===== config.mk =====
export PLATFORM = sky130hd
export DESIGN_NAME = mux_sar_adc_control
export DESIGN_NICKNAME = d
export VERILOG_FILES = /design/src/sar_pkg.sv /design/src/sync2.sv /design/src/chan_latch.sv /design/src/mux_sar_adc_control.sv
export VERILOG_INCLUDE_DIRS = /design/src
export SDC_FILE = /design/constraint.sdc
export NUM_CORES = 1
export LEC_CHECK = 0
export BUFFER_PORTS_ARGS = -buffer_cell sky130_fd_sc_hd__buf_4
export CAP_MARGIN = 10
export CELL_PAD_IN_SITES_DETAIL_PLACEMENT = 1
export CELL_PAD_IN_SITES_GLOBAL_PLACEMENT = 1
export CORE_UTILIZATION = 44
export CTS_BUF_LIST = sky130_fd_sc_hd__clkbuf_4 sky130_fd_sc_hd__clkbuf_8
export CTS_CLUSTER_DIAMETER = 100
export DETAILED_ROUTE_END_ITERATION = 8
export GPL_ROUTABILITY_DRIVEN = 0
export GPL_TIMING_DRIVEN = 0
export PLACE_DENSITY_LB_ADDON = 0.1
export SETUP_SLACK_MARGIN = 0.5
export SLEW_MARGIN = 25
export SYNTH_ARGS = -nofsm -noshare
export SYNTH_HDL_FRONTEND = slang
export SYNTH_SLANG_ARGS = --single-unit

===== constraint.sdc =====
create_clock -name i_mclk -period 1.8 [get_ports i_mclk]
set_input_delay 0.36 -clock i_mclk [delete_from_list [all_inputs] [get_ports i_mclk]]
set_output_delay 0.36 -clock i_mclk [all_outputs]
set_load 0.05 [all_outputs]

===== src/sar_consts.svh =====
// Timing counts, widths and field constants for the converter control block.
// Assumes the block runs from a single 25 MHz clock.
`ifndef SAR_CONSTS_SVH
`define SAR_CONSTS_SVH
`define CLK_PERIOD_NS      40
`define SAMPLE_CLOCKS      32
`define ABORT_LIMIT        64
`define EOC_CLOCKS         8
`define EOC_EXTRA_NS       2000
`define EOC_EXTRA_CYC      (`EOC_EXTRA_NS / `CLK_PERIOD_NS)
`define DATA_W             8
`define CHAN_W             3
`define NUM_CHAN           8
`define RESULT_RESET       8'h00
`define RESULT_ALL_ONES    8'hff
`define MSB_WEIGHT         8'h80
`define CNT_W              7
`define PHASE_W            2
`define DECIDE_PHASE       2
`endif


===== src/sar_pkg.sv =====
// Types shared by the converter control files.
// Assumes sar_consts.svh is compiled alongside.
package sar_pkg;
  typedef enum logic [1:0] {
    ST_IDLE,
    ST_SAMPLE,
    ST_CONVERT,
    ST_DONE
  } sar_state_t;
endpackage


===== src/sync2.sv =====
// Two flip-flop synchroniser for pins from outside the clock domain.
// Assumes the destination clock is i_mclk.
module sync2 (
  input  wire logic i_mclk,
  input  wire logic i_rst,
  input  wire logic i_d,
  output logic      o_q
);
  logic meta_r;

  // The first stage feeds only the second stage.
  always_ff @(posedge i_mclk) begin
    if (i_rst) begin
      meta_r <= 1'b0;
      o_q    <= 1'b0;
    end else begin
      meta_r <= i_d;
      o_q    <= meta_r;
    end
  end
endmodule


===== src/chan_latch.sv =====
// Channel address latch and one-hot decoder for the analog multiplexer.
// Assumes synchronised strobe and address inputs on i_mclk.
`include "sar_consts.svh"
module chan_latch (
  input  wire logic                   i_mclk,
  input  wire logic                   i_rst,
  input  wire logic                   i_strobe,
  input  wire logic [`CHAN_W-1:0]     i_addr,
  output logic      [`CHAN_W-1:0]     o_chan,
  output logic      [`NUM_CHAN-1:0]   o_select
);
  logic               strobe_d_r;
  logic [`CHAN_W-1:0] chan_nxt;

  // Capture only on a low-to-high strobe transition, hold otherwise.
  always_comb begin
    chan_nxt = o_chan;
    if (i_strobe && !strobe_d_r) begin
      chan_nxt = i_addr;
    end
  end

  always_ff @(posedge i_mclk) begin
    if (i_rst) begin
      strobe_d_r <= 1'b0;
      o_chan     <= '0;
      o_select   <= '0;
    end else begin
      strobe_d_r <= i_strobe;
      o_chan     <= chan_nxt;
      // Plain binary, MSB select bit first; exactly one channel routed.
      o_select   <= `NUM_CHAN'(1) << chan_nxt;
    end
  end
endmodule


===== src/mux_sar_adc_control.sv =====
// Control logic of an eight-channel, eight-bit successive-approximation converter.
// Assumes an external comparator and capacitor array; pins arrive asynchronously.
// Function
// - Route exactly one of eight inputs, chosen by the latched channel code.
// - Select bits decode as plain binary channel number, MSB first.
// - Capture select bits only on rising edge of the channel latch strobe.
// - Start rising edge clears the output result latch.
// - Sampling begins at start edge and lasts 32 clock periods.
// - New start before the 64th clock aborts and restarts, discarding result.
// - A full conversion takes between 90 and 116 microseconds nominally; here 58 clocks from synchronised start edge to end flag, 2.32 us at 25 MHz.
// - End-of-conversion responds within 8 clock periods plus 2 microseconds.
// - Inputs at or above upper reference give all ones; below lower give zeros.
// - First decision tests weight 128 alone on the upper reference.
// - Above trip sets the bit and drops the weight; else weight stays up.
// - Remaining weights tested in strictly descending order to the LSB.
// - Exactly eight decisions per conversion, then idle until the next start edge.
// - Result outputs drive the bus only while output enable is asserted.
`include "sar_consts.svh"
module mux_sar_adc_control (
  input  wire logic                   i_mclk,
  input  wire logic                   i_rst,
  input  wire logic [`CHAN_W-1:0]     i_addr,
  input  wire logic                   i_channel_latch_strobe,
  input  wire logic                   i_start,
  input  wire logic                   i_output_enable,
  input  wire logic                   i_comp_above,
  output logic      [`CHAN_W-1:0]     o_chan,
  output logic      [`NUM_CHAN-1:0]   o_chan_select,
  output logic                        o_sample,
  output logic      [`DATA_W-1:0]     o_weights_up,
  output logic                        o_eoc,
  output logic      [`DATA_W-1:0]     o_data,
  output logic      [`DATA_W-1:0]     o_data_oe_n
);
  logic                  start_s;
  logic                  oe_s;
  logic                  comp_s;
  logic                  strobe_s;
  logic [`CHAN_W-1:0]    addr_s;
  logic                  start_d_r;
  logic                  start_rise;

  sar_pkg::sar_state_t   state_r;
  sar_pkg::sar_state_t   state_nxt;
  logic [`CNT_W-1:0]     cnt_r;
  logic [`CNT_W-1:0]     cnt_nxt;
  logic [`DATA_W-1:0]    trial_r;
  logic [`DATA_W-1:0]    trial_nxt;
  logic [`DATA_W-1:0]    sar_r;
  logic [`DATA_W-1:0]    sar_nxt;
  logic [`DATA_W-1:0]    up_r;
  logic [`DATA_W-1:0]    up_nxt;
  logic [`DATA_W-1:0]    result_r;
  logic [`DATA_W-1:0]    result_nxt;
  logic                  eoc_r;
  logic                  eoc_nxt;
  logic [`PHASE_W-1:0]   phase_r;
  logic [`PHASE_W-1:0]   phase_nxt;

  // Every pin from the outside world except i_rst is synchronised before use.
  sync2 u_sync_start (
    .i_mclk (i_mclk),
    .i_rst  (i_rst),
    .i_d    (i_start),
    .o_q    (start_s)
  );
  sync2 u_sync_oe (
    .i_mclk (i_mclk),
    .i_rst  (i_rst),
    .i_d    (i_output_enable),
    .o_q    (oe_s)
  );
  sync2 u_sync_comp (
    .i_mclk (i_mclk),
    .i_rst  (i_rst),
    .i_d    (i_comp_above),
    .o_q    (comp_s)
  );
  sync2 u_sync_strobe (
    .i_mclk (i_mclk),
    .i_rst  (i_rst),
    .i_d    (i_channel_latch_strobe),
    .o_q    (strobe_s)
  );

  genvar g;
  generate
    for (g = 0; g < `CHAN_W; g++) begin : g_addr_sync
      sync2 u_sync_addr (
        .i_mclk (i_mclk),
        .i_rst  (i_rst),
        .i_d    (i_addr[g]),
        .o_q    (addr_s[g])
      );
    end
  endgenerate

  // Address passes the same two stages as the strobe, so they stay aligned.
  chan_latch u_chan (
    .i_mclk   (i_mclk),
    .i_rst    (i_rst),
    .i_strobe (strobe_s),
    .i_addr   (addr_s),
    .o_chan   (o_chan),
    .o_select (o_chan_select)
  );

  assign start_rise = start_s && !start_d_r;

  // Sequencer: sampling for a fixed count, then one decision per weight,
  // each decision using three clocks (settle, cross, decide) so that the
  // comparator answer to the new weights has crossed both synchroniser
  // stages before it is read; two clocks would decide on a stale answer.
  always_comb begin
    state_nxt  = state_r;
    cnt_nxt    = cnt_r;
    trial_nxt  = trial_r;
    sar_nxt    = sar_r;
    up_nxt     = up_r;
    result_nxt = result_r;
    eoc_nxt    = eoc_r;
    phase_nxt  = phase_r;
    if (start_rise) begin
      // A start edge always restarts; an unfinished result is dropped.
      state_nxt  = sar_pkg::ST_SAMPLE;
      cnt_nxt    = '0;
      sar_nxt    = `RESULT_RESET;
      result_nxt = `RESULT_RESET;
      eoc_nxt    = 1'b0;
      up_nxt     = '0;
      trial_nxt  = '0;
      phase_nxt  = '0;
    end else begin
      case (state_r)
        sar_pkg::ST_IDLE: begin
          state_nxt = sar_pkg::ST_IDLE;
        end
        sar_pkg::ST_SAMPLE: begin
          cnt_nxt = cnt_r + `CNT_W'(1);
          if (cnt_r == `CNT_W'(`SAMPLE_CLOCKS - 1)) begin
            state_nxt = sar_pkg::ST_CONVERT;
            trial_nxt = `MSB_WEIGHT;
            up_nxt    = `MSB_WEIGHT;
            phase_nxt = '0;
          end
        end
        sar_pkg::ST_CONVERT: begin
          cnt_nxt   = cnt_r + `CNT_W'(1);
          phase_nxt = phase_r + `PHASE_W'(1);
          if (phase_r == `PHASE_W'(`DECIDE_PHASE)) begin
            phase_nxt = '0;
            if (comp_s) begin
              // Above trip: keep the bit, return the weight low.
              sar_nxt = sar_r | trial_r;
              up_nxt  = up_r & ~trial_r;
            end
            // Next lower weight goes up for its own test.
            trial_nxt = trial_r >> 1;
            up_nxt    = (comp_s ? (up_r & ~trial_r) : up_r) | (trial_r >> 1);
            if (trial_r[0]) begin
              state_nxt = sar_pkg::ST_DONE;
            end
          end
        end
        sar_pkg::ST_DONE: begin
          // All eight bits transfer to the output latch on the same edge the flag rises.
          result_nxt = sar_r;
          eoc_nxt    = 1'b1;
          state_nxt  = sar_pkg::ST_IDLE;
          up_nxt     = '0;
          cnt_nxt    = '0;
        end
        default: begin
          state_nxt = sar_pkg::ST_IDLE;
        end
      endcase
    end
  end

  always_ff @(posedge i_mclk) begin
    if (i_rst) begin
      start_d_r <= 1'b0;
      state_r   <= sar_pkg::ST_IDLE;
      cnt_r     <= '0;
      trial_r   <= '0;
      sar_r     <= `RESULT_RESET;
      up_r      <= '0;
      result_r  <= `RESULT_RESET;
      eoc_r     <= 1'b0;
      phase_r   <= '0;
    end else begin
      start_d_r <= start_s;
      state_r   <= state_nxt;
      cnt_r     <= cnt_nxt;
      trial_r   <= trial_nxt;
      sar_r     <= sar_nxt;
      up_r      <= up_nxt;
      result_r  <= result_nxt;
      eoc_r     <= eoc_nxt;
      phase_r   <= phase_nxt;
    end
  end

  // Outputs; data lines are released unless output enable is high.
  assign o_sample     = (state_r == sar_pkg::ST_SAMPLE);
  assign o_weights_up = up_r;
  assign o_eoc        = eoc_r;
  assign o_data       = result_r;
  assign o_data_oe_n  = {`DATA_W{~oe_s}};
endmodule


==> results of run 1 <==
==> logic make-up (layout without fill, tap and decap cells) <==
group                      after synthesis  in the layout  share of synthesized area
AOI/OAI and AO/OA                       54             54                      0.146
xor gates and xnor gates                 5              5                     0.0161
DFF                                     71             71                      0.522
buffers and inverters                   26            114                     0.0519
and+or+nand+nor                        103            103                      0.198
adders and majority gates                5              5                     0.0230
muxes                                   12             12                     0.0441
==> flip-flops by register name, summed over array words and instances (netlist names), 2 cells and up <==
register,flops
o_data,8
g_addr_sync.u_sync_addr.meta_r,3
phase_r,2
state_r,2
o_weights_up,8
cnt_r,7
sar_r,8
u_chan.o_chan,3
u_chan.o_select,8
trial_r,8
g_addr_sync.u_sync_addr.o_q,3
==> stage by stage <==
stage / hold slack, ps / util
6_report: 218 / 0.681
5_1_grt: 204 / 0.681
4_1_cts: 207 / 0.641
3_5_place_dp: 425 / 0.540
3_3_place_gp: 422 / 0.540
2_1_floorplan: 414 / -
==> worst max-delay path, cell delays in order, from the launching register on <==
cell,delay [ps]
dfxtp_4,370
ha_4,150
nand4bb_4,140
o21a_4,270
clkbuf_16,160
o311a_1,300
a31o_1,190
==> path summary, 6_finish.rpt <==
kind,to,slack (ps),cells after the start
worst min register to register,g_addr_sync[1].u_sync_addr.o_q,440,1
worst max-delay path,o_weights_up[3],110,6
worst max register to register,o_weights_up[3],110,6
worst min-delay path,g_addr_sync[1].u_sync_addr.meta_r,220,2
==> layout make-up <==
type,count,area (um^2)
clock inverters,7,71.3
clock buffers,9,124
flip-flops and latches,71,1440
repair buffers,72,669
plain buffers,20,193
well taps,75,93.8
inverters,6,33.8
fillers,634,1900
multi-input cells,179,1430
==> repair_timing <==
item                       4_1_cts  5_1_grt
setup endpoints to repair       59       70
buffers inserted                20        5
cloned                           1        1
pin swaps                       20       15
gates resized for setup         63       43
==> routing by layer <==
metal / routed length [um] / track usage / up-vias
met5: 0 / 0 / -
met4: 342 / 0.130 / 0
met3: 581 / 0.0807 / 32
met2: 4350 / 0.430 / 94
met1: 3500 / 0.296 / 1164
li1: - / - / 1112
==> Yosys cell counts, types with 5 or more instances <==
cell type	number	area share
o311a_1	7	0.026
nand2b_1	5	0.011
a21oi_1	13	0.024
clkbuf_1	7	0.0096
nor2b_1	18	0.041
buf_4	9	0.025
o22ai_1	7	0.016
nor3_1	6	0.011
nor2_1	38	0.052
nand2_1	22	0.030
o21a_1	7	0.019
inv_1	5	0.0069
a31o_1	7	0.023
dfxtp_1	71	0.52
ha_1	5	0.023
mux2i_1	12	0.044
==> power breakdown <==
group / switching (W) / total (W) / internal (W) / leakage [nW]
sequential: 0.00000924 / 0.00159 / 0.00158 / 0.582
combinational: 0.000128 / 0.000215 / 0.0000871 / 0.909
clock: 0.000672 / 0.00131 / 0.000640 / 0.0916
total: 0.000809 / 0.00312 / 0.00231 / 1.58
==> run metrics, run 1 <==
max-cap violation count=0; synth warn=0; # port buffers=45; Post-Route WL=8780 um; status=complete, no violations; CP required=2050 ps; Seq/Total Area, Yosys=0.522; power consumption=0.00312 W; Root Buffer=clkbuf_8; routed vias=2402; RSZ-0062 raised after global routing=true; Leak=1.58 nW; class of the worst hold path=input pin to register; syn_nets=290; TritonCTS Buffers=9; final hold violations=0; gr ovfl total=0; Finished Layout Cells=439; Die Ht=80.7 um; dpl cell area=0.00322 mm^2; skew final=13.5 ps; first-pass GRT wire length=12100 um; Initial DRC Count=91; Clk Latency, worst-skew pair=360 ps; GRT Total Usage=0.258; # clock sinks=71; drt first pass iters=7; EDFF count, synth=0; largest net degree at the start of global routing=14; Worst Path Max Fanout=4; Placed Instances=396; Antenna Cells=0; Async SR Flop Fraction=0; Period minus WS final=1690 ps; Critical Path End Type=register; Worst Tran Pin Value=448 ps; Clock Path Buffers=2; fmax=592 MHz; Initial Util=0.457; Die Area=0.00651 mm^2; dpl ws=-126 ps; initial antenna violation count=0; Hold Crit Start=i_addr[1]; setup TNS=0 ps; number of I/O pins=46; Critical Path Start=cnt_r[0]; vias in the first global route=2426; wire per inst=20.0 um; Core ar.=0.00596 mm^2; Rows=28; peak supply drop=0.834 mV; PnR worst setup slack=110 ps; cts-stage hold buffer count=0; period utilization=0.939; Yosys cell types=43; CTS clock-pin slew for the worst setup and hold paths=90 ps; CTS H-tree lvls=3; die width=80.7 um; Worst Path Arrival=1940 ps; Final Cell Area=0.00406 mm^2; area of the mapped netlist=0.00272 mm^2; Final HPWL DP=4510 um; most frequent cells in the layout=dfxtp_1 (61), buf_4 (52), nor2_1 (36); Synth-to-Final Area Change=48.9%; reg2reg start=cnt_r[0]; ys flop type=dfxtp_1; syn avg cell area=9.87 um^2; Post-route DRC=0; vias per std cell=5.47; Setup Viol. Count Final=0; max_slew headroom=0.701; CP startpoint kind=register; CTS tree=done; fraction of layout cells with a size suffix above 1=0.445; Yosys reg bits=71; Worst Path Class, Setup=register to register; final max-slew violation count=0; nets=373; commonest non-fill, non-tap cell in the layout=dfxtp_1; Power Density=769 mW/mm^2; Syn Inst Count=276; antenna-violating nets left=0
(Power assumes the default switching activity.)
==> inputs of run 2 (changes only) <==
--- a/config.mk
+++ b/config.mk
@@ -10,7 +10,7 @@
 export CAP_MARGIN = 10
 export CELL_PAD_IN_SITES_DETAIL_PLACEMENT = 1
 export CELL_PAD_IN_SITES_GLOBAL_PLACEMENT = 1
-export CORE_UTILIZATION = 44
+export CORE_UTILIZATION = 35
 export CTS_BUF_LIST = sky130_fd_sc_hd__clkbuf_4 sky130_fd_sc_hd__clkbuf_8
 export CTS_CLUSTER_DIAMETER = 100
 export DETAILED_ROUTE_END_ITERATION = 8
==> run metrics, run 2 (synthesis results as in run 1) <==
final hold violations=0 (unchanged); wire per inst=15.1 um (-25%); GRT Total Usage=0.175 (-0.0829); area occupied by multi-input gates=0.00137 mm^2 (-3.8%); cell chain of the critical path=ha_4 > nand4bb_4 > o21a_4 > buf_6 > o311a_1 > a31o_1; Period minus WS final=1640 ps (-53.8 ps); Worst Tran Pin Value=453 ps (+5.16 ps); final core occ=0.544 (-0.137); status=complete, no violations; routed vias=2216 (-7.7%); class of the worst hold path=input pin to register; Leak=1.55 nW (-1.9%); Final HPWL DP=4590 um (+1.8%); slowest CP cell=dfxtp_4; drt first pass iters=4 (-3); Setup Viol. Count Final=0 (unchanged); Antenna Cells=0 (unchanged); FF/Latch Area=0.00144 mm^2 (-0.35%); Post-route DRC=0 (unchanged); vias per std cell=4.88 (-11%); Critical Path Start=cnt_r[0]; commonest non-fill, non-tap cell in the layout=dfxtp_1; most frequent cells in the layout=dfxtp_1 (61), buf_4 (42), nor2_1 (34); CP startpoint kind=register; Worst Path Max Fanout=8 (+4); Hold Crit Start=i_addr[0]; antenna-violating nets left=0 (unchanged); # fillers=832 (+31%); max-cap violation count=0 (unchanged); Core ar.=0.00737 mm^2 (+24%); Post-Route WL=6850 um (-22%); fmax=611 MHz (+3.3%); CTS H-tree lvls=3 (unchanged); CTS tree=done; Worst Path Arrival=1870 ps (-70 ps); setup TNS=0 ps (unchanged); Clock Path Buffers=2 (unchanged); gr ovfl total=0 (unchanged); reg2reg start=cnt_r[0]; nets=364 (-2.4%); Die Area=0.00814 mm^2 (+25%); first-pass GRT wire length=11300 um (-7.1%); die width=90.2 um (+12%); Worst Path Class, Setup=register to register; number of I/O pins=46 (unchanged); final max-slew violation count=0 (unchanged); peak supply drop=0.469 mV (-44%); period utilization=0.909 (-0.0299); Root Buffer=clkbuf_8; Critical Path End Type=register; max_slew headroom=0.698 (-0.00344); largest net degree at the start of global routing=14 (unchanged); # clock sinks=71 (unchanged); skew final=9.64 ps (-3.86 ps); Initial Util=0.370 (-0.0877); slowest stage delay, CP=360 ps (about the same); Synth-to-Final Area Change=47.3%; RSZ-0062 raised after global routing=true; CP required=2040 ps (about the same); TritonCTS Buffers=9 (unchanged); initial antenna violation count=0 (unchanged); Rows=31 (+11%); CTS clock-pin slew for the worst setup and hold paths=80 ps (about the same); fraction of layout cells with a size suffix above 1=0.408 (-0.0366); vias in the first global route=2297 (-5.3%); # port buffers=45 (unchanged); cts-stage hold buffer count=0 (unchanged); Initial DRC Count=50 (-45%); Clk Latency, worst-skew pair=340 ps (-20 ps); Die Ht=90.2 um (+12%); Power Density=832 mW/mm^2 (+8.2%)
-- run 2: critical path, delay by kind of cell, from the launching register on --
family / cells / cell delay (ps)
AOI/OAI and AO/OA: 3 / 720
adders and majority gates: 1 / 140
buffers and inverters: 1 / 140
DFF: 1 / 360
and+or+nand+nor: 1 / 150
-- run 2: final timing paths --
| path | cells past startpoint | slack, ps | end |
|---|---|---|---|
| worst max-delay path | 6 | 160 | o_weights_up[5] |
| worst min-delay path | 2 | 220 | g_addr_sync[0].u_sync_addr.meta_r |
| worst min register to register | 1 | 440 | u_sync_comp.o_q |
| worst max register to register | 6 | 160 | o_weights_up[5] |
-- run 2: what timing repair did --
action	4_1_cts	5_1_grt
pin swaps	5	10
endpoints found under the setup margin	62	62
cloned	0	1
resized for setup	55	41
buffers inserted	13	4
-- run 2: layout make-up --
| cell class | count | share of cell area |
|---|---|---|
| sequential | 71 | 0.359 |
| multi-input combinational | 179 | 0.342 |
| timing repair buffer | 63 | 0.148 |
| buffer | 20 | 0.0499 |
| clock buffer | 9 | 0.0309 |
| tap | 99 | 0.0309 |
| clock inverter | 7 | 0.0299 |
| inverter | 6 | 0.00905 |
-- run 2: metrics by stage --
step	std cells	total power [W]	instance area [um^2]	setup slack (ps)	hold WS, ps
2_1_floorplan	276	0.00174	2790	237	414
3_3_place_gp	420	0.00180	3250	15.7	420
3_5_place_dp	420	0.00180	3250	23.3	428
4_1_cts	449	0.00337	3790	195	204
5_1_grt	454	0.00347	4010	110	221
6_report	454	0.00334	4010	164	224
-- run 2: report_power, final --
group | leakage (nW) | switching (W) | total (W) | internal [W]
sequential | 0.581 | 0.00000894 | 0.00160 | 0.00159
combinational | 0.852 | 0.000118 | 0.000202 | 0.0000832
clock | 0.120 | 0.000616 | 0.00154 | 0.000925
-- run 2: metal layers --
layer / up-vias / track usage / share of wire / wire, um
li1: 1092 / - / - / -
met1: 1071 / 0.188 / 0.43 / 2910
met2: 42 / 0.318 / 0.51 / 3510
met3: 11 / 0.0482 / 0.041 / 281
met4: 0 / 0.0793 / 0.021 / 142
met5: - / 0 / 0 / 0
